`src/hw/pmr_params.svh`:
```
// Behaviour
// - block write stores bytes into consecutive registers
// - block read returns consecutive bytes until host nack
// - unused register bits always read as zero
// - multi-byte results frozen after settling outside integrate
// - gain bit 7 picks sense resolution 11/14
// - gain bit 6 picks bus resolution 11/14
// - current gain field gives two to the code
// - bus gain field saturates at 32x
// - wrong address or bad sequence: ignored, unchanged
// - stop resets the client interface
`ifndef PMR_PARAMS_SVH
`define PMR_PARAMS_SVH

// ==================================================================
// register offsets
`define PMR_OFS_GAIN      8'h00
`define PMR_OFS_INTEG     8'h01
`define PMR_OFS_CTRL      8'h02
`define PMR_OFS_VBUS_HI   8'h10
`define PMR_OFS_VBUS_LO   8'h11
`define PMR_OFS_VSNS_HI   8'h12
`define PMR_OFS_VSNS_LO   8'h13
`define PMR_OFS_BSUM3     8'h14
`define PMR_OFS_BSUM2     8'h15
`define PMR_OFS_BSUM1     8'h16
`define PMR_OFS_BSUM0     8'h17
`define PMR_OFS_CSUM3     8'h18
`define PMR_OFS_CSUM2     8'h19
`define PMR_OFS_CSUM1     8'h1a
`define PMR_OFS_CSUM0     8'h1b
`define PMR_OFS_OVF       8'h1c
`define PMR_OFS_PWR_HI    8'h1d
`define PMR_OFS_PWR_LO    8'h1e
`define PMR_OFS_SMP_HI    8'h21
`define PMR_OFS_SMP_LO    8'h22
`define PMR_OFS_PSUM4     8'h23
`define PMR_OFS_PSUM3     8'h24
`define PMR_OFS_PSUM2     8'h25
`define PMR_OFS_PSUM1     8'h26
`define PMR_OFS_PSUM0     8'h27
`define PMR_OFS_PART      8'hfd
`define PMR_OFS_MAKER     8'hfe
`define PMR_OFS_REV       8'hff

// ==================================================================
// reset values of the writable registers
`define PMR_RST_GAIN      8'h00
`define PMR_RST_INTEG     8'h0c
`define PMR_RST_CTRL      8'h00

// ==================================================================
// gain register fields and limits
`define PMR_GAIN_SRES     7
`define PMR_GAIN_BRES     6
`define PMR_GAIN_CG_MSB   5
`define PMR_GAIN_CG_LSB   3
`define PMR_GAIN_BG_MSB   2
`define PMR_GAIN_BG_LSB   0
`define PMR_BGAIN_MAXCODE 3'h5

// ==================================================================
// timing
`define PMR_CLK_PERIOD_NS 50
`define PMR_SETTLE_NS     1000
`define PMR_SETTLE_CYC    ((`PMR_SETTLE_NS + `PMR_CLK_PERIOD_NS - 1) / `PMR_CLK_PERIOD_NS)

`endif

```
`src/hw/pmr_pkg.sv`:
```
`default_nettype none
package pmr_pkg;
  // ================================================================
  // serial client states, one-hot
  typedef enum logic [9:0] {
    PMR_IDLE   = 10'h001,
    PMR_ADDR   = 10'h002,
    PMR_AACK   = 10'h004,
    PMR_REG    = 10'h008,
    PMR_DACK   = 10'h010,
    PMR_WDATA  = 10'h020,
    PMR_RDATA  = 10'h040,
    PMR_RACK   = 10'h080,
    PMR_RNEXT  = 10'h100,
    PMR_IGNORE = 10'h200
  } pmr_fsm_t;
  // state of the measurement engine
  typedef enum logic [1:0] {
    PMR_MS_INTEGRATE = 2'h0,
    PMR_MS_READ      = 2'h1,
    PMR_MS_SLEEP     = 2'h2
  } pmr_mstate_t;
  // results delivered by the measurement engine
  typedef struct packed {
    logic [9:0]  vbus;
    logic [9:0]  vsense;
    logic [24:0] bus_sum;
    logic [24:0] current_sum;
    logic [2:0]  ovf;
    logic [9:0]  power;
    logic [11:0] samples;
    logic [38:0] power_sum;
  } pmr_meas_t;
  // writable configuration bytes
  typedef struct packed {
    logic [7:0] gain_setup;
    logic [7:0] integration_setup;
    logic [7:0] control;
  } pmr_cfg_t;
  // decoded gain setup
  typedef struct packed {
    logic       sense_resolution_select;
    logic       bus_resolution_select;
    logic [7:0] current_digital_gain;
    logic [5:0] bus_digital_gain;
  } pmr_gain_t;
endpackage
`default_nettype wire

```
`src/hw/pmr_gain_decode.sv`:
```
`timescale 1ns/1ps
`default_nettype none
`include "pmr_params.svh"
// combinational decode of the gain setup byte
module pmr_gain_decode (
  // gain setup byte
  input  wire logic [7:0]         gain_setup,
  // decoded resolution and gain factors
  output var  pmr_pkg::pmr_gain_t dec
);
  logic [2:0] bus_code;  // bus gain code after saturation
  // codes above the top step saturate
  always_comb begin
    bus_code = gain_setup[`PMR_GAIN_BG_MSB:`PMR_GAIN_BG_LSB];
    if (bus_code > `PMR_BGAIN_MAXCODE) begin
      bus_code = `PMR_BGAIN_MAXCODE;
    end
    dec.sense_resolution_select = gain_setup[`PMR_GAIN_SRES];
    dec.bus_resolution_select   = gain_setup[`PMR_GAIN_BRES];
    dec.current_digital_gain    = 8'h01 << gain_setup[`PMR_GAIN_CG_MSB:`PMR_GAIN_CG_LSB];
    dec.bus_digital_gain        = 6'h01 << bus_code;
  end
endmodule // pmr_gain_decode
`default_nettype wire

```
`src/hw/pmr_sync.sv`:
```
`timescale 1ns/1ps
`default_nettype none
// two-stage synchroniser for pin inputs
module pmr_sync #(
  parameter int unsigned     W   = 1,
  parameter logic [W-1:0]    RST = '0
) (
  // clock and reset
  input  wire logic          clk_sys,
  input  wire logic          rstn,
  // asynchronous level in, synchronised level out
  input  wire logic [W-1:0]  d,
  output logic      [W-1:0]  q
);
  typedef struct packed {
    logic [W-1:0] s1;  // first stage, read only by s2
    logic [W-1:0] s2;  // second stage
  } pmr_sync_st_t;
  pmr_sync_st_t st_q;
  pmr_sync_st_t st_d;
  // next state
  always_comb begin
    st_d    = st_q;
    st_d.s1 = d;
    st_d.s2 = st_q.s1;
  end
  // registers
  always_ff @(posedge clk_sys) begin
    if (!rstn) begin
      st_q <= {RST, RST};
    end else begin
      st_q <= st_d;
    end
  end
  assign q = st_q.s2;
endmodule // pmr_sync
`default_nettype wire

```
`src/hw/pmr_top.sv`:
```
`timescale 1ns/1ps
`default_nettype none
`include "pmr_params.svh"
// register file of the power monitor behind a two-wire serial client
module pmr_top #(
  parameter int unsigned SETTLE_CYC = `PMR_SETTLE_CYC,
  parameter logic [7:0]  PART_CODE  = 8'h11,  // arbitrary value
  parameter logic [7:0]  MAKER_CODE = 8'h22,  // arbitrary value
  parameter logic [7:0]  REV_CODE   = 8'h01   // arbitrary value
) (
  // clock and reset
  input  wire logic                 clk_sys,
  input  wire logic                 rstn,
  // two-wire bus pins, open drain
  input  wire logic                 scl,
  input  wire logic                 sda,
  output logic                      sda_level,
  output logic                      sda_oe,
  // client address strap
  input  wire logic [6:0]           dev_addr,
  // measurement engine
  input  wire pmr_pkg::pmr_mstate_t meas_state,
  input  wire pmr_pkg::pmr_meas_t   meas,
  // configuration towards the engine
  output var  pmr_pkg::pmr_cfg_t    cfg,
  output var  pmr_pkg::pmr_gain_t   gain
);

  // ================================================================
  // state
  typedef struct packed {
    pmr_pkg::pmr_fsm_t  fsm;      // client sequence
    logic [3:0]         bitcnt;   // bits of current byte seen
    logic [7:0]         shreg;    // incoming byte
    logic [7:0]         tx;       // outgoing byte, msb on the wire
    logic [7:0]         ptr;      // register pointer
    logic               rd;       // direction of current transfer
    logic               sda_oe;   // pulling sda low
    logic               sda_o;    // level driven when enabled
    logic               scl_d;    // scl one cycle ago
    logic               sda_d;    // sda one cycle ago
    pmr_pkg::pmr_cfg_t  cfg;      // writable registers
    pmr_pkg::pmr_gain_t gain;     // registered gain decode
    pmr_pkg::pmr_meas_t shadow;   // results seen by the host
    logic [15:0]        settle;   // cycles left before freezing
  } pmr_top_st_t;

  pmr_top_st_t        st_q;       // registered state
  pmr_top_st_t        st_d;       // next state
  logic [8:0]         pins_s;     // synchronised scl, sda, strap
  logic               scl_s;      // synchronised scl
  logic               sda_s;      // synchronised sda
  logic [6:0]         addr_s;     // synchronised strap
  logic               start_c;    // start seen this cycle
  logic               stop_c;     // stop seen this cycle
  logic               rise_c;     // scl rising edge
  logic               fall_c;     // scl falling edge
  logic               wr_c;       // data byte completed, write side
  pmr_pkg::pmr_gain_t gain_c;     // combinational gain decode

  localparam logic [15:0] SETTLE_W = 16'(SETTLE_CYC);

  // ================================================================
  // pin synchroniser; bus idles high
  pmr_sync #(
    .W   (9),
    .RST ({2'b11, 7'h00})
  ) u_sync (
    .clk_sys (clk_sys),
    .rstn    (rstn),
    .d       ({scl, sda, dev_addr}),
    .q       (pins_s)
  );
  assign scl_s  = pins_s[8];
  assign sda_s  = pins_s[7];
  assign addr_s = pins_s[6:0];

  // gain decode for the engine
  pmr_gain_decode u_gain (
    .gain_setup (st_q.cfg.gain_setup),
    .dec        (gain_c)
  );

  // ================================================================
  // bus conditions, taken from the second synchroniser stage only
  assign start_c = st_q.scl_d && scl_s && st_q.sda_d && !sda_s;
  assign stop_c  = st_q.scl_d && scl_s && !st_q.sda_d && sda_s;
  assign rise_c  = !st_q.scl_d && scl_s;
  assign fall_c  = st_q.scl_d && !scl_s;

  // ================================================================
  // read mux; unused bits are forced to zero
  function automatic logic [7:0] rd_byte(input logic [7:0] a,
                                         input pmr_pkg::pmr_cfg_t c,
                                         input pmr_pkg::pmr_meas_t m);
    logic [7:0] b;
    b = 8'h00;
    case (a)
      `PMR_OFS_GAIN:    b = c.gain_setup;
      `PMR_OFS_INTEG:   b = c.integration_setup;
      `PMR_OFS_CTRL:    b = c.control;
      `PMR_OFS_VBUS_HI: b = m.vbus[9:2];
      `PMR_OFS_VBUS_LO: b = {m.vbus[1:0], 6'h00};
      `PMR_OFS_VSNS_HI: b = m.vsense[9:2];
      `PMR_OFS_VSNS_LO: b = {m.vsense[1:0], 6'h00};
      `PMR_OFS_BSUM3:   b = m.bus_sum[24:17];
      `PMR_OFS_BSUM2:   b = m.bus_sum[16:9];
      `PMR_OFS_BSUM1:   b = m.bus_sum[8:1];
      `PMR_OFS_BSUM0:   b = {m.bus_sum[0], 7'h00};
      `PMR_OFS_CSUM3:   b = m.current_sum[24:17];
      `PMR_OFS_CSUM2:   b = m.current_sum[16:9];
      `PMR_OFS_CSUM1:   b = m.current_sum[8:1];
      `PMR_OFS_CSUM0:   b = {m.current_sum[0], 7'h00};
      `PMR_OFS_OVF:     b = {5'h00, m.ovf};
      `PMR_OFS_PWR_HI:  b = m.power[9:2];
      `PMR_OFS_PWR_LO:  b = {m.power[1:0], 6'h00};
      `PMR_OFS_SMP_HI:  b = m.samples[11:4];
      `PMR_OFS_SMP_LO:  b = {m.samples[3:0], 4'h0};
      `PMR_OFS_PSUM4:   b = m.power_sum[38:31];
      `PMR_OFS_PSUM3:   b = m.power_sum[30:23];
      `PMR_OFS_PSUM2:   b = m.power_sum[22:15];
      `PMR_OFS_PSUM1:   b = m.power_sum[14:7];
      `PMR_OFS_PSUM0:   b = {m.power_sum[6:0], 1'b0};
      `PMR_OFS_PART:    b = PART_CODE;
      `PMR_OFS_MAKER:   b = MAKER_CODE;
      `PMR_OFS_REV:     b = REV_CODE;
      default:          b = 8'h00;  // unmapped reads as zero
    endcase
    return b;
  endfunction

  // ================================================================
  // next-state logic
  always_comb begin
    st_d       = st_q;
    wr_c       = 1'b0;
    st_d.scl_d = scl_s;
    st_d.sda_d = sda_s;
    st_d.sda_o = 1'b0;  // open drain: only ever pulls low
    st_d.gain  = gain_c;

    // result snapshot: tracks the engine while it integrates and for
    // the settling window after; frozen otherwise so that a block
    // read of a wide value never mixes two updates
    if (meas_state == pmr_pkg::PMR_MS_INTEGRATE) begin
      st_d.settle = SETTLE_W;
      st_d.shadow = meas;
    end else if (st_q.settle != 16'h0000) begin
      st_d.settle = st_q.settle - 16'h0001;
      st_d.shadow = meas;
    end

    if (start_c) begin
      // start or repeated start; pointer is kept for the read phase
      st_d.fsm    = pmr_pkg::PMR_ADDR;
      st_d.bitcnt = 4'h0;
      st_d.sda_oe = 1'b0;
    end else if (stop_c) begin
      // stop always returns the client to idle
      st_d.fsm    = pmr_pkg::PMR_IDLE;
      st_d.bitcnt = 4'h0;
      st_d.sda_oe = 1'b0;
    end else if (rise_c) begin
      // sample the line on scl rising
      unique case (st_q.fsm)
        pmr_pkg::PMR_ADDR, pmr_pkg::PMR_REG, pmr_pkg::PMR_WDATA: begin
          if (st_q.bitcnt != 4'h8) begin
            st_d.shreg  = {st_q.shreg[6:0], sda_s};
            st_d.bitcnt = st_q.bitcnt + 4'h1;
          end
        end
        pmr_pkg::PMR_RDATA: begin
          st_d.tx     = {st_q.tx[6:0], 1'b0};
          st_d.bitcnt = st_q.bitcnt + 4'h1;
        end
        pmr_pkg::PMR_RACK: begin
          // host nack ends the read; wait for stop
          if (sda_s) begin
            st_d.fsm = pmr_pkg::PMR_IGNORE;
          end else begin
            st_d.fsm = pmr_pkg::PMR_RNEXT;
          end
        end
        pmr_pkg::PMR_IDLE, pmr_pkg::PMR_AACK, pmr_pkg::PMR_DACK,
        pmr_pkg::PMR_RNEXT, pmr_pkg::PMR_IGNORE: begin
          st_d.bitcnt = st_q.bitcnt;
        end
      endcase
    end else if (fall_c) begin
      // drive or release the line on scl falling
      unique case (st_q.fsm)
        pmr_pkg::PMR_ADDR: begin
          if (st_q.bitcnt == 4'h8) begin
            if (st_q.shreg[7:1] == addr_s) begin
              st_d.rd     = st_q.shreg[0];
              st_d.fsm    = pmr_pkg::PMR_AACK;
              st_d.sda_oe = 1'b1;
            end else begin
              // foreign address: stay silent until the next start/stop
              st_d.fsm    = pmr_pkg::PMR_IGNORE;
            end
          end
        end
        pmr_pkg::PMR_REG: begin
          if (st_q.bitcnt == 4'h8) begin
            st_d.ptr    = st_q.shreg;
            st_d.fsm    = pmr_pkg::PMR_DACK;
            st_d.sda_oe = 1'b1;
          end
        end
        pmr_pkg::PMR_WDATA: begin
          if (st_q.bitcnt == 4'h8) begin
            wr_c = 1'b1;
            unique case (st_q.ptr)
              `PMR_OFS_GAIN:  st_d.cfg.gain_setup        = st_q.shreg;
              `PMR_OFS_INTEG: st_d.cfg.integration_setup = st_q.shreg;
              `PMR_OFS_CTRL:  st_d.cfg.control           = st_q.shreg;
              default:        st_d.cfg                   = st_q.cfg;
            endcase
            st_d.ptr    = st_q.ptr + 8'h01;
            st_d.fsm    = pmr_pkg::PMR_DACK;
            st_d.sda_oe = 1'b1;
          end
        end
        pmr_pkg::PMR_AACK: begin
          st_d.bitcnt = 4'h0;
          if (st_q.rd) begin
            // first read byte goes out straight after the address ack
            st_d.tx     = rd_byte(st_q.ptr, st_q.cfg, st_q.shadow);
            st_d.ptr    = st_q.ptr + 8'h01;
            st_d.sda_oe = ~st_d.tx[7];
            st_d.fsm    = pmr_pkg::PMR_RDATA;
          end else begin
            st_d.sda_oe = 1'b0;
            st_d.fsm    = pmr_pkg::PMR_REG;
          end
        end
        pmr_pkg::PMR_DACK: begin
          st_d.bitcnt = 4'h0;
          st_d.sda_oe = 1'b0;
          st_d.fsm    = pmr_pkg::PMR_WDATA;
        end
        pmr_pkg::PMR_RDATA: begin
          if (st_q.bitcnt == 4'h8) begin
            st_d.sda_oe = 1'b0;
            st_d.fsm    = pmr_pkg::PMR_RACK;
          end else begin
            st_d.sda_oe = ~st_q.tx[7];
          end
        end
        pmr_pkg::PMR_RNEXT: begin
          st_d.bitcnt = 4'h0;
          st_d.tx     = rd_byte(st_q.ptr, st_q.cfg, st_q.shadow);
          st_d.ptr    = st_q.ptr + 8'h01;
          st_d.sda_oe = ~st_d.tx[7];
          st_d.fsm    = pmr_pkg::PMR_RDATA;
        end
        pmr_pkg::PMR_IDLE, pmr_pkg::PMR_RACK, pmr_pkg::PMR_IGNORE: begin
          st_d.sda_oe = 1'b0;
        end
      endcase
    end
  end

  // ================================================================
  // state register
  always_ff @(posedge clk_sys) begin
    if (!rstn) begin
      st_q                        <= '0;
      st_q.fsm                    <= pmr_pkg::PMR_IDLE;
      st_q.scl_d                  <= 1'b1;
      st_q.sda_d                  <= 1'b1;
      st_q.cfg.gain_setup         <= `PMR_RST_GAIN;
      st_q.cfg.integration_setup  <= `PMR_RST_INTEG;
      st_q.cfg.control            <= `PMR_RST_CTRL;
      st_q.gain.current_digital_gain <= 8'h01;
      st_q.gain.bus_digital_gain  <= 6'h01;
    end else begin
      st_q <= st_d;
    end
  end

  // outputs straight from the state register
  assign sda_level = st_q.sda_o;
  assign sda_oe    = st_q.sda_oe;
  assign cfg       = st_q.cfg;
  assign gain      = st_q.gain;

  // ================================================================
  // checks
  AST_STOP_IDLE: assert property (@(posedge clk_sys) disable iff (!rstn)
    stop_c |=> (st_q.fsm == pmr_pkg::PMR_IDLE) && !sda_oe)
    else $error("client not idle after stop");

  AST_FOREIGN_ADDR: assert property (@(posedge clk_sys) disable iff (!rstn)
    (fall_c && st_q.fsm == pmr_pkg::PMR_ADDR && st_q.bitcnt == 4'h8
     && st_q.shreg[7:1] != addr_s && !start_c && !stop_c)
    |=> (st_q.fsm == pmr_pkg::PMR_IGNORE) && !sda_oe && $stable(st_q.cfg))
    else $error("foreign address answered");

  AST_SILENT: assert property (@(posedge clk_sys) disable iff (!rstn)
    (st_q.fsm == pmr_pkg::PMR_IGNORE) |-> !sda_oe)
    else $error("drove sda while ignoring");

  AST_WRITE_STORE: assert property (@(posedge clk_sys) disable iff (!rstn)
    (wr_c && st_q.ptr == `PMR_OFS_CTRL)
    |=> (cfg.control == $past(st_q.shreg)) && sda_oe)
    else $error("written byte not stored or acked");

  AST_PTR_STEP: assert property (@(posedge clk_sys) disable iff (!rstn)
    wr_c |=> st_q.ptr == $past(st_q.ptr) + 8'h01)
    else $error("pointer did not advance");

  AST_RO_WRITE: assert property (@(posedge clk_sys) disable iff (!rstn)
    (wr_c && st_q.ptr > `PMR_OFS_CTRL) |=> $stable(st_q.cfg) && sda_oe)
    else $error("read-only write changed config");

  AST_NACK_END: assert property (@(posedge clk_sys) disable iff (!rstn)
    (rise_c && st_q.fsm == pmr_pkg::PMR_RACK && sda_s && !start_c && !stop_c)
    |=> (st_q.fsm == pmr_pkg::PMR_IGNORE) ##1 !sda_oe)
    else $error("read went on after nack");

  AST_UNUSED_ZERO: assert property (@(posedge clk_sys) disable iff (!rstn)
    (fall_c && st_q.fsm == pmr_pkg::PMR_RNEXT && st_q.ptr == `PMR_OFS_VBUS_LO
     && !start_c && !stop_c) |=> st_q.tx[5:0] == 6'h00)
    else $error("unused bits not zero");

  AST_FROZEN: assert property (@(posedge clk_sys) disable iff (!rstn)
    (meas_state != pmr_pkg::PMR_MS_INTEGRATE && st_q.settle == 16'h0000)
    |=> $stable(st_q.shadow))
    else $error("results moved after settling");

  AST_SENSE_RES: assert property (@(posedge clk_sys) disable iff (!rstn)
    ##1 gain.sense_resolution_select == $past(st_q.cfg.gain_setup[`PMR_GAIN_SRES]))
    else $error("sense resolution mismatch");

  AST_BUS_RES: assert property (@(posedge clk_sys) disable iff (!rstn)
    ##1 gain.bus_resolution_select == $past(st_q.cfg.gain_setup[`PMR_GAIN_BRES]))
    else $error("bus resolution mismatch");

  AST_CUR_GAIN: assert property (@(posedge clk_sys) disable iff (!rstn)
    (st_q.cfg.gain_setup[`PMR_GAIN_CG_MSB:`PMR_GAIN_CG_LSB] == 3'h7)
    |=> gain.current_digital_gain == 8'h80)
    else $error("current gain code 7 not 128x");

  AST_BUS_GAIN_SAT: assert property (@(posedge clk_sys) disable iff (!rstn)
    (st_q.cfg.gain_setup[`PMR_GAIN_BG_MSB:`PMR_GAIN_BG_LSB] >= 3'h5)
    |=> gain.bus_digital_gain == 6'h20)
    else $error("bus gain not saturated at 32x");

endmodule // pmr_top
`default_nettype wire

```
`config.mk`:
```
export PLATFORM = sky130hd
export DESIGN_NAME = pmr_top
export DESIGN_NICKNAME = d
export VERILOG_FILES = /design/src/hw/pmr_pkg.sv /design/src/hw/pmr_gain_decode.sv /design/src/hw/pmr_sync.sv /design/src/hw/pmr_top.sv
export VERILOG_INCLUDE_DIRS = /design/src /design/src/hw
export SDC_FILE = /design/constraint.sdc
export NUM_CORES = 1
export LEC_CHECK = 0
export ABC_AREA = 1
export BUFFER_PORTS_ARGS = -buffer_cell sky130_fd_sc_hd__buf_2
export CAP_MARGIN = 40
export CORE_MARGIN = 3
export CORE_UTILIZATION = 45
export DETAILED_ROUTE_END_ITERATION = 8
export HOLD_SLACK_MARGIN = 0.02
export PLACE_DENSITY_LB_ADDON = 0.08
export SYNTH_ARGS = -nofsm -noshare
export SYNTH_HDL_FRONTEND = slang
export SYNTH_SLANG_ARGS = --single-unit
```
`constraint.sdc`:
```
create_clock -name clk_sys -period 2 [get_ports clk_sys]
set_clock_uncertainty 0.15 [all_clocks]
set_input_delay 0.4 -clock clk_sys [delete_from_list [all_inputs] [get_ports clk_sys]]
set_output_delay 0.4 -clock clk_sys [all_outputs]
set_load 0.02 [all_outputs]
```
==> impl_metrics.sql, run 1 <==
INSERT INTO impl_metrics (metric_group, metric, value, unit) VALUES
('sta', 'finalHoldViolCount', '2', ''),
('logic_synthesis', 'synth_edf_count', '0', ''),
('die', 'rows', '59', ''),
('logic_synthesis', 'synth_fa_ha_area_frac', '0.01033', ''),
('logic_synthesis', 'syn-instance-count', '1687', ''),
('route', 'detail_route.wl_per_cell', '16.89', 'um'),
('sta', 'setup_tns', '-0.03364', 'ns'),
('sta', 'finalSetupViolations', '2', ''),
('job', 'max_cap_violations', '0', ''),
('clock_network', 'htree_levels', '1', ''),
('logic_synthesis', 'synth.most_common_cell', 'sky130_fd_sc_hd__dfxtp_1', ''),
('logic_synthesis', 'synth_largest_type_area_fraction', '0.4131', ''),
('logic_synthesis', 'synth_fp_nets', '1844', ''),
('grt', 'groute.usage.overall', '0.2589', ''),
('logic_synthesis', 'synth_compound_area_frac', '0.1360', ''),
('route', 'drcViolationCount', '0', ''),
('grt', 'first_global_vias', '11768', ''),
('sta', 'timing.hold.ws', '-0.002338', 'ns'),
('status', 'outcome', 'complete, but fails checks', ''),
('power', 'power.density', '1126', 'nW/um^2'),
('worst_hold_path', 'timing.hold.worst.start', 'meas[124]', ''),
('route', 'drt_iter0_markers', '911', ''),
('logic_synthesis', 'synthSimpleGateAreaFrac', '0.3236', ''),
('grt', 'antenna_found_initial', '0', ''),
('die', 'start_util', '0.4611', ''),
('clock_network', 'cts_root_buf', 'sky130_fd_sc_hd__clkbuf_16', ''),
('placed_design', 'hpwlAfterDp', '26.40', 'mm'),
('status', 'failed_checks', 'negative hold slack, negative setup slack', ''),
('finish', 'fin_nets', '2226', ''),
('finish', 'drive_gt1_frac', '0.2810', ''),
('placed_design', 'gp_congestion', '0.9032', ''),
('die', 'die_w', '170.1', 'um'),
('die', 'die_height', '170.1', 'um'),
('sta', 'maxClockFrequency', '0.4955', 'GHz'),
('logic_synthesis', 'synthArstFlopShare', '0', ''),
('worst_setup_path', 'critPathArrivalTime', '2.35', 'ns'),
('logic_synthesis', 'synth_top_family_by_area', 'simple AND/OR/NAND/NOR gates', ''),
('logic_synthesis', 'netlist_top_cells_count', '250 x sky130_fd_sc_hd__dfxtp_1, 246 x sky130_fd_sc_hd__nand2_1, 227 x sky130_fd_sc_hd__nor2_1, 188 x sky130_fd_sc_hd__o21ai_0, 137 x sky130_fd_sc_hd__nor3_1', ''),
('die', 'die_area', '28930', 'um^2'),
('logic_synthesis', 'ys_ff_latch', '250', ''),
('die', 'io_pins', '189', ''),
('route', 'wl', '40.94', 'mm'),
('placed_design', 'buffer_ports.inserted', '187', ''),
('clock_network', 'clk_path_buf_depth', '3', ''),
('sta', 'final_critical_path_setup_slack', '-0.01816', 'ns'),
('logic_synthesis', 'syn_area', '12120', 'um^2'),
('grt', 'grt_max_degree', '111', ''),
('sta', 'post-route-min-period', '2.018', 'ns'),
('power', 'leakage', '0.007726', 'uW'),
('worst_setup_path', 'r2r_path_end', 'st_q[209]', ''),
('clock_network', 'insertion_delay', '0.55', 'ns'),
('grt', 'grt_remaining_overflow', '0', ''),
('clock_network', 'clock_tree_from_tritoncts', 'done', ''),
('logic_synthesis', 'yosys-top-cells-area', 'sky130_fd_sc_hd__dfxtp_1 41%, sky130_fd_sc_hd__o21ai_0 7.8%, sky130_fd_sc_hd__nand2_1 7.6%', ''),
('power', 'vdd.ir_drop.worst', '0.001473', 'V'),
('clock_network', 'cts_buffers', '27', ''),
('logic_synthesis', 'yosys.area_share.xor_xnor', '0.01518', ''),
('worst_hold_path', 'holdPathEnd', 'st_q[140]', ''),
('worst_setup_path', 'ff2ff_setup_slack', '-0.02', 'ns'),
('placed_design', 'placement.setup.worst_slack', '-0.2767', 'ns'),
('logic_synthesis', 'yosysSeqAreaShare', '0.4131', ''),
('worst_setup_path', 'worst-endpoint-required', '2.33', 'ns'),
('logic_synthesis', 'syn_area_per_cell', '7.182', 'um^2'),
('worst_setup_path', 'setup.worst_path.class', 'flip-flop to flip-flop', ''),
('clock_network', 'clock_sink_count', '250', ''),
('logic_synthesis', 'synth.largest_area_cell', 'sky130_fd_sc_hd__dfxtp_1', ''),
('worst_setup_path', 'worst_r2r_path_depth', '13', ''),
('worst_hold_path', 'hp-class', 'input port to flip-flop', ''),
('route', 'firstDrtPassIters', '5', ''),
('finish', 'num_antenna_cells', '0', ''),
('logic_synthesis', 'synth-warning-count', '0', '');
-- repair_timing --
item,4_1_cts,5_1_grt
resized for setup,55,147
buffers inserted,8,35
setup endpoints to repair,30,194
hold buffers,133,2
hold endpoints to repair,135,2
gates cloned,2,12
pin swaps,18,70
-- flip-flops by register name, summed over array words and instances (netlist names) --
name	count
u_sync.st_d	9
u_sync.q	9
st_q	191
gain	16
cfg	24
sda_oe	1
-- where the power goes --
part / switching, uW / internal (uW) / total (uW)
combinational: 3850 / 3090 / 6950
clock: 2160 / 3410 / 5560
sequential: 783 / 6110 / 6890
-- worst max-delay path by stage --
| stage | start | endpoint | slack [ns] | cells after the start |
|---|---|---|---|---|
| 6_report | st_q[196] | st_q[209] | -0.02 | 13 |
| 5_1_grt | st_q[198] | sda_oe | -0.09 | 13 |
| 4_1_cts | st_q[227] | st_q[196] | -0.03 | 10 |
| 3_5_place_dp | st_q[195] | st_q[210] | -0.28 | 12 |
| 3_3_place_gp | st_q[195] | st_q[210] | -0.34 | 12 |
| 2_1_floorplan | st_q[195] | st_q[203] | 0.04 | 12 |
-- logic make-up (layout without fill, tap and decap cells) --
group	count (synthesis)	after routing
xor gates and xnor gates	21	21
other	1	1
and+or+nand+nor	834	837
DFF	250	250
adders and majority gates	10	10
AOI/OAI and AO/OA	315	315
buffers and inverters	256	655
-- per-layer routing --
metal | track usage | routed length (um) | share of wire | vias up
li1 | - | - | - | 6345
met1 | 0.3528 | 18040 | 0.44 | 5793
met2 | 0.4249 | 18890 | 0.46 | 458
met3 | 0.03670 | 2537 | 0.062 | 98
met4 | 0.08430 | 1478 | 0.036 | 0
met5 | 0 | 0 | 0 | -
-- critical path, cell delays in order, from the launching register on --
cell,delay [ns]
sky130_fd_sc_hd__dfxtp_4,0.37
sky130_fd_sc_hd__inv_4,0.08
sky130_fd_sc_hd__ha_4,0.16
sky130_fd_sc_hd__inv_6,0.05
sky130_fd_sc_hd__buf_6,0.11
sky130_fd_sc_hd__nor2_4,0.19
sky130_fd_sc_hd__buf_6,0.17
sky130_fd_sc_hd__nand3_2,0.08
sky130_fd_sc_hd__and3_4,0.17
sky130_fd_sc_hd__nand2_2,0.05
sky130_fd_sc_hd__nor2_1,0.04
sky130_fd_sc_hd__nand2_1,0.07
sky130_fd_sc_hd__nand3_2,0.09
sky130_fd_sc_hd__a21oi_2,0.16
-- cell type report --
cell class              count  area, um^2
inverters                 126       495.5
repair buffers            480        3923
multi-input cells        1184        6382
fillers                  2284        9041
flip-flops and latches    250        5032
clock buffers              33       738.2
well taps                 335       419.2
clock inverters            16       249.0
-- placed cells by master (no fill, tap or decap), types with 7 or more instances in the layout --
cell type                       instances
sky130_fd_sc_hd__xnor2_1               11
sky130_fd_sc_hd__dfxtp_1              238
sky130_fd_sc_hd__nand4_1               28
sky130_fd_sc_hd__clkbuf_16             34
sky130_fd_sc_hd__nor2_4                20
sky130_fd_sc_hd__nand2_2               27
sky130_fd_sc_hd__dlygate4sd3_1        135
sky130_fd_sc_hd__nand2_1              223
sky130_fd_sc_hd__nand2_4                8
sky130_fd_sc_hd__o21ai_2                7
sky130_fd_sc_hd__o21ai_1               34
sky130_fd_sc_hd__nor3_1               135
sky130_fd_sc_hd__nor2_2                23
sky130_fd_sc_hd__buf_12                17
sky130_fd_sc_hd__nand3_2               23
sky130_fd_sc_hd__a21oi_1               87
sky130_fd_sc_hd__o21ai_0              164
sky130_fd_sc_hd__buf_4                116
sky130_fd_sc_hd__inv_2                 24
sky130_fd_sc_hd__buf_2                186
sky130_fd_sc_hd__dfxtp_2                7
sky130_fd_sc_hd__buf_6                 15
sky130_fd_sc_hd__nor3_4                 7
sky130_fd_sc_hd__nor2_1               208
sky130_fd_sc_hd__xor2_1                10
sky130_fd_sc_hd__nand3_1              110
sky130_fd_sc_hd__inv_1                 93
-- through the flow --
stage	util	area (um^2)	std cells
after global routing	0.6560	17240	2424
after CTS	0.6195	16280	2375
after floorplan	-	12120	1687
final	0.6560	17240	2424
after detailed placement	0.5188	13630	2183
after global placement	0.5188	13630	2183
Power figures use the tool's default switching activity.
==> run 2, diff against run 1 <==
- PLACE_DENSITY: not set -> 0.7
- PLACE_DENSITY_LB_ADDON: 0.08 -> not set
==> impl_metrics.sql, run 2 (synthesis results as in run 1) <==
INSERT INTO impl_metrics (metric_group, metric, value, unit) VALUES
('die', 'design.core.area', '26280', 'um^2'),
('worst_setup_path', 'critical_path.cell_chain', 'inv_2 -> ha_4 -> inv_2 -> nor3_4 -> nand3b_4 -> nor2_4 -> buf_12 -> buf_12 -> clkbuf_16 -> o21ai_0 -> nor2_1', ''),
('finish', 'fin_nets', '2207', ''),
('route', 'drt_iter0_markers', '1155', ''),
('worst_hold_path', 'min_path_cells', '3', ''),
('power', 'combPwrFrac', '0.372', ''),
('worst_setup_path', 'cp-start-kind', 'flip-flop', ''),
('power', 'leakage', '0.007620', 'uW'),
('finish', 'most_used_cells_in_the_layout_excluding_fill_and_tap_cells', '231 x sky130_fd_sc_hd__dfxtp_1, 226 x sky130_fd_sc_hd__nand2_1, 202 x sky130_fd_sc_hd__nor2_1, 186 x sky130_fd_sc_hd__buf_2, 152 x sky130_fd_sc_hd__o21ai_0', ''),
('grt', 'grt_max_degree', '135', ''),
('clock_network', 'cts_root_buf', 'sky130_fd_sc_hd__clkbuf_16', ''),
('clock_network', 'clk_pin_slew', '0.06', 'ns'),
('power', 'power.density', '1103', 'nW/um^2'),
('sta', 'finalHoldViolCount', '1', ''),
('status', 'failed_checks', 'negative hold slack, negative setup slack', ''),
('worst_setup_path', 'path_max_fanout', '5', ''),
('route', 'detail_route.wl_per_cell', '17.03', 'um'),
('placed_design', 'hpwlAfterDp', '25.35', 'mm'),
('sta', 'rsz0062_at_grt', 'yes', ''),
('finish', 'drive_gt1_frac', '0.2798', ''),
('die', 'start_util', '0.4611', ''),
('clock_network', 'clk_path_buf_depth', '3', ''),
('grt', 'grt_remaining_overflow', '0', ''),
('power', 'vdd.ir_drop.worst', '0.001019', 'V'),
('die', 'io_pins', '189', ''),
('route', 'routed_antenna_nets', '0', ''),
('finish', 'n_fill_cell', '2170', ''),
('worst_hold_path', 'hp-class', 'input port to flip-flop', ''),
('job', 'max_cap_violations', '0', ''),
('clock_network', 'clock_tree_from_tritoncts', 'done', ''),
('sta', 'post-route-min-period', '2.002', 'ns'),
('sta', 'share_of_the_clock_period_used_by_the_worst_path', '1.001', ''),
('finish', 'regMostFlops', 'st_q', ''),
('die', 'die_w', '170.1', 'um'),
('clock_network', 'insertion_delay', '0.55', 'ns'),
('sta', 'setup_tns', '-0.001609', 'ns'),
('die', 'rows', '59', ''),
('route', 'vias_per_cell', '5.454', ''),
('grt', 'groute.usage.overall', '0.2505', ''),
('power', 'p_switching', '6738', 'uW'),
('finish', 'layout_commonest_cell', 'sky130_fd_sc_hd__dfxtp_1', ''),
('worst_setup_path', 'worst-endpoint-required', '2.31', 'ns'),
('finish', 'reg_top3', 'st_q x191, cfg x24, gain x16', ''),
('sta', 'timing.hold.ws', '-0.006414', 'ns'),
('power', 'clock_network_fraction_of_design_power', '0.264', ''),
('worst_setup_path', 'critPathArrivalTime', '2.32', 'ns'),
('status', 'outcome', 'complete, but fails checks', ''),
('route', 'drcViolationCount', '0', ''),
('route', 'firstDrtPassIters', '6', ''),
('worst_setup_path', 'cp_slowest_cell', 'sky130_fd_sc_hd__dfxtp_2', ''),
('finish', 'largest_register_ffs', '191', ''),
('die', 'die_height', '170.1', 'um'),
('worst_setup_path', 'max_stage_delay', '0.33', 'ns'),
('grt', 'first_global_vias', '11840', ''),
('placed_design', 'gp_congestion', '0.9366', ''),
('route', 'wl', '40.94', 'mm'),
('sta', 'timing_max_transition_violations_final', '0', ''),
('clock_network', 'clock_sink_count', '250', ''),
('die', 'die_area', '28930', 'um^2'),
('sta', 'tightest_slew', '0.5619', 'ns'),
('grt', 'antenna_found_initial', '1', ''),
('grt', 'wire_length_of_the_first_global_routing_pass', '59.68', 'mm'),
('power', 'finalPower', '18910', 'uW'),
('power', 'internal_power', '12170', 'uW'),
('worst_setup_path', 'worstSetupEndpointType', 'flip-flop', ''),
('sta', 'final_critical_path_setup_slack', '-0.001609', 'ns'),
('clock_network', 'cts_buffers', '26', ''),
('placed_design', 'placement.setup.worst_slack', '-0.1926', 'ns'),
('finish', 'post-route-util', '0.6522', ''),
('worst_setup_path', 'setup.worst_path.class', 'flip-flop to flip-flop', ''),
('power', 'sequentialPowerShare', '0.364', ''),
('sta', 'finalSetupViolations', '1', ''),
('finish', 'num_antenna_cells', '0', ''),
('route', 'vias', '13111', ''),
('clock_network', 'htree_levels', '1', ''),
('power', 'power_switching_share', '0.3563', ''),
('sta', 'slew_headroom', '0.6254', ''),
('placed_design', 'buffer_ports.inserted', '187', ''),
('finish', 'syn2layout_area_growth', '41.45', '%'),
('sta', 'maxClockFrequency', '0.4996', 'GHz'),
('worst_setup_path', 'worst_r2r_path_depth', '11', '');
## run 2: cell count changes in the layout (fill, tap and decap cells not counted), moves of 6 or more
cell / before / now
sky130_fd_sc_hd__o21ai_2: 7 / 15
sky130_fd_sc_hd__dfxtp_2: 7 / 16
sky130_fd_sc_hd__dfxtp_1: 238 / 231
sky130_fd_sc_hd__nor2_1: 208 / 202
sky130_fd_sc_hd__buf_4: 116 / 95
sky130_fd_sc_hd__o21ai_0: 164 / 152
## run 2: metrics by stage
| stage | cells | hold slack [ns] | cell area [um^2] |
|---|---|---|---|
| after floorplan | 1687 | 0.2405 | 12120 |
| after global placement | 2177 | 0.2521 | 13640 |
| after detailed placement | 2177 | 0.2535 | 13640 |
| after CTS | 2356 | 0.02113 | 15940 |
| after global routing | 2404 | 0.02011 | 17140 |
| final | 2404 | -0.006414 | 17140 |
## run 2: critical path: cells and delay by family, from the launching register on
kind                       cells  cell delay (ns)
buffers and inverters          5             0.53
adders and majority gates      1             0.13
AOI/OAI and AO/OA              1             0.12
DFF                            1             0.33
and+or+nand+nor                4             0.65
## run 2: area by class of cell
class / instances / area [um^2] / area share
Clock inverter: 10 / 140.1 / 0.008176
Sequential cell: 250 / 5036 / 0.2938
Clock buffer: 37 / 742.0 / 0.04329
Timing Repair Buffer: 463 / 3876 / 0.2262
Inverter: 126 / 495.5 / 0.02891
Tap cell: 335 / 419.2 / 0.02446
Multi-Input combinational cell: 1183 / 6430 / 0.3752
## run 2: worst paths after layout
| check | startpoint | to | slack (ns) |
|---|---|---|---|
| max | st_q[1] | st_q[144] | -0.002 |
| min | meas[123] | st_q[139] | -0.006 |
| max reg2reg | st_q[1] | st_q[144] | -0.002 |
| min reg2reg | u_sync.st_d[7] | u_sync.q[7] | 0.27 |
## run 2: power by group through the flow
stage | Sequential (uW) | Combinational [uW] | Clock (uW)
finish | 6880 | 7030 | 5000
global route | 6970 | 7620 | 5230
CTS | 6820 | 5610 | 5050
detailed placement | 6920 | 5020 | 0
global placement | 6880 | 4880 | 0
floorplan | 6680 | 3700 | 0
## run 2: metal layers
metal,track usage,vias up,routed length (um)
li1,-,6305,-
met1,0.3304,6052,16720
met2,0.4292,637,19620
met3,0.03275,115,3076
met4,0.07478,2,1481
met5,0,-,40
## run 2: what timing repair did
item                                    CTS  global route
setup buffers                             3            31
pin swaps                                 1            75
endpoints found under the setup margin   40           199
endpoints found under the hold margin   127             7
gates resized for setup                  17           217
cloned                                    2            13
hold buffers                            127             7
==> run 3, diff against run 2 <==
- SETUP_SLACK_MARGIN: not set -> 0.3
==> impl_metrics.sql, run 3 (synthesis results as in run 1) <==
INSERT INTO impl_metrics (metric_group, metric, value, unit) VALUES
('power', 'combPwrFrac', '0.485', ''),
('die', 'die_height', '170.1', 'um'),
('clock_network', 'cts_root_buf', 'sky130_fd_sc_hd__clkbuf_16', ''),
('grt', 'first_global_vias', '13217', ''),
('worst_setup_path', 'max_stage_delay', '0.38', 'ns'),
('finish', 'layoutNonFillerInstCount', '2474', ''),
('sta', 'tightest_slew', '0.6907', 'ns'),
('route', 'wl', '55.68', 'mm'),
('worst_setup_path', 'worst-endpoint-required', '2.33', 'ns'),
('clock_network', 'cts_buffers', '28', ''),
('grt', 'grt_remaining_overflow', '0', ''),
('worst_setup_path', 'r2r_start', 'st_q[196]', ''),
('finish', 'fin_nets', '2269', ''),
('worst_setup_path', 'worst_r2r_path_depth', '14', ''),
('power', 'p_switching', '9348', 'uW'),
('worst_setup_path', 'cp-start-kind', 'flip-flop', ''),
('clock_network', 'clk_pin_slew', '0.06', 'ns'),
('grt', 'antenna_found_initial', '4', ''),
('job', 'max_cap_violations', '0', ''),
('route', 'vias_per_cell', '5.997', ''),
('die', 'die_w', '170.1', 'um'),
('die', 'rows', '59', ''),
('power', 'power_switching_share', '0.3984', ''),
('route', 'detail_route.wl_per_cell', '22.51', 'um'),
('placed_design', 'place.detailed.instances', '2149', ''),
('finish', 'layout_commonest_cell', 'sky130_fd_sc_hd__dfxtp_1', ''),
('sta', 'timing_max_transition_violations_final', '0', ''),
('sta', 'final_critical_path_setup_slack', '-0.2192', 'ns'),
('clock_network', 'clock_tree_from_tritoncts', 'done', ''),
('worst_setup_path', 'r2r_path_end', 'st_q[204]', ''),
('sta', 'slew_headroom', '0.5395', ''),
('route', 'firstDrtPassIters', '7', ''),
('worst_hold_path', 'holdPathEnd', 'st_q[53]', ''),
('power', 'power.density', '1185', 'nW/um^2'),
('power', 'leakage', '0.008360', 'uW'),
('sta', 'maxClockFrequency', '0.4506', 'GHz'),
('worst_setup_path', 'path_max_fanout', '5', ''),
('finish', 'regMostFlops', 'st_q', ''),
('finish', 'largest_register_ffs', '191', ''),
('clock_network', 'htree_levels', '1', ''),
('die', 'design.core.area', '26280', 'um^2'),
('sta', 'post-route-min-period', '2.219', 'ns'),
('clock_network', 'clk_path_buf_depth', '3', ''),
('worst_hold_path', 'hp-class', 'input port to flip-flop', ''),
('placed_design', 'placement.setup.worst_slack', '-0.07948', 'ns'),
('sta', 'finalSetupViolations', '66', ''),
('worst_setup_path', 'setup.worst_path.class', 'flip-flop to flip-flop', ''),
('worst_setup_path', 'critPathArrivalTime', '2.55', 'ns'),
('finish', 'most_used_cells_in_the_layout_excluding_fill_and_tap_cells', '221 x sky130_fd_sc_hd__dfxtp_1, 204 x sky130_fd_sc_hd__nand2_1, 187 x sky130_fd_sc_hd__buf_2, 179 x sky130_fd_sc_hd__nor2_1, 135 x sky130_fd_sc_hd__dlygate4sd3_1', ''),
('route', 'drcViolationCount', '0', ''),
('worst_hold_path', 'timing.hold.worst.start', 'meas[37]', ''),
('power', 'vdd.ir_drop.worst', '0.001111', 'V'),
('clock_network', 'clock_sink_count', '250', ''),
('placed_design', 'hpwlAfterDp', '25.53', 'mm'),
('finish', 'reg_top3', 'st_q x191, cfg x24, gain x16', ''),
('power', 'sequentialPowerShare', '0.302', ''),
('worst_hold_path', 'min_path_cells', '3', ''),
('sta', 'rsz0062_at_grt', 'yes', ''),
('finish', 'syn2layout_area_growth', '63.43', '%'),
('placed_design', 'gp_congestion', '0.9095', ''),
('die', 'start_util', '0.4611', ''),
('power', 'internal_power', '14120', 'uW'),
('grt', 'grt_max_degree', '111', ''),
('route', 'routed_antenna_nets', '0', ''),
('clock_network', 'insertion_delay', '0.56', 'ns'),
('worst_setup_path', 'ff2ff_setup_slack', '-0.22', 'ns'),
('grt', 'wire_length_of_the_first_global_routing_pass', '69.56', 'mm'),
('status', 'outcome', 'complete, but fails checks', ''),
('die', 'die_area', '28930', 'um^2'),
('sta', 'share_of_the_clock_period_used_by_the_worst_path', '1.110', ''),
('worst_setup_path', 'cpMostUsedCell', 'sky130_fd_sc_hd__nand2_1', ''),
('power', 'clock_network_fraction_of_design_power', '0.213', ''),
('status', 'failed_checks', 'negative setup slack', ''),
('finish', 'drive_gt1_frac', '0.4288', ''),
('worst_setup_path', 'cp_slowest_cell', 'sky130_fd_sc_hd__dfxtp_4', ''),
('grt', 'groute.usage.overall', '0.2958', ''),
('worst_setup_path', 'worstSetupEndpointType', 'flip-flop', ''),
('sta', 'finalHoldViolCount', '0', ''),
('route', 'drt_iter0_markers', '1981', ''),
('die', 'io_pins', '189', ''),
('placed_design', 'buffer_ports.inserted', '187', ''),
('worst_setup_path', 'critical_path.cell_chain', 'inv_4 -> ha_4 -> inv_6 -> nor2_4 -> buf_12 -> buf_6 -> nand3_2 -> nand2_1 -> inv_1 -> nand2_1 -> nor2_2 -> nand2_1 -> nand3_2 -> a21oi_2', ''),
('route', 'vias', '14836', '');
-- run 3: per-stage QoR --
stage	TNS (ns)	cell area [um^2]	utilization	hold slack [ns]	total power (uW)
2_1_floorplan	0	12490	-	0.2405	10660
3_3_place_gp	-0.06203	13730	0.5224	0.2514	11840
3_5_place_dp	-0.3802	13730	0.5224	0.2544	11980
4_1_cts	0	17800	0.6774	0.02225	19610
5_1_grt	-10.34	19800	0.7533	0.04436	24180
6_report	-3.281	19800	0.7535	0.02342	23460
-- run 3: worst max-delay path, delay by kind of cell, from the launching register on --
family / cells / cell delay [ns]
buf+inv: 5 / 0.47
compound gates: 1 / 0.13
simple gates: 7 / 0.84
flops: 1 / 0.38
fa+ha+maj: 1 / 0.17
-- run 3: how the worst max path moves through the flow --
stage,start,to
global placement,st_q[197],sda_oe
CTS,st_q[202],st_q[206]
floorplan,st_q[0],st_q[44]
finish,st_q[196],st_q[204]
global route,st_q[11],st_q[122]
detailed placement,st_q[197],sda_oe
-- run 3: layer usage --
metal  GRT usage  share of wire  vias up
met3     0.04297          0.095      393
met1      0.3764           0.35     6872
met2      0.5136           0.47     1114
met5           0        0.00032        -
met4      0.1026          0.084        2
li1            -              -     6455
-- run 3: area by class of cell --
| cell class | count | area (um^2) |
|---|---|---|
| well taps | 335 | 419.2 |
| multi-input cells | 1185 | 8014 |
| repair buffers | 521 | 4863 |
| diodes | 5 | 12.51 |
| clock buffers | 40 | 795.8 |
| inverters | 126 | 543.0 |
| fillers | 1613 | 6477 |
| clock inverters | 12 | 86.33 |
| flip-flops and latches | 250 | 5069 |
-- run 3: power by group through the flow --
| stage | Combinational (uW) | Sequential, uW | Clock [uW] |
|---|---|---|---|
| detailed placement | 5030 | 6940 | 0 |
| finish | 11400 | 7090 | 5000 |
| global route | 11900 | 7120 | 5190 |
| global placement | 4910 | 6930 | 0 |
| CTS | 7800 | 6870 | 4950 |
| floorplan | 3970 | 6680 | 0 |
-- run 3: what timing repair did --
action / CTS / global route
pin swaps: 121 / 208
setup buffers: 60 / 35
gates resized for setup: 291 / 422
endpoints found under the setup margin: 219 / 231
hold buffers: 130 / 5
hold endpoints to repair: 130 / 5
cloned: 25 / 13
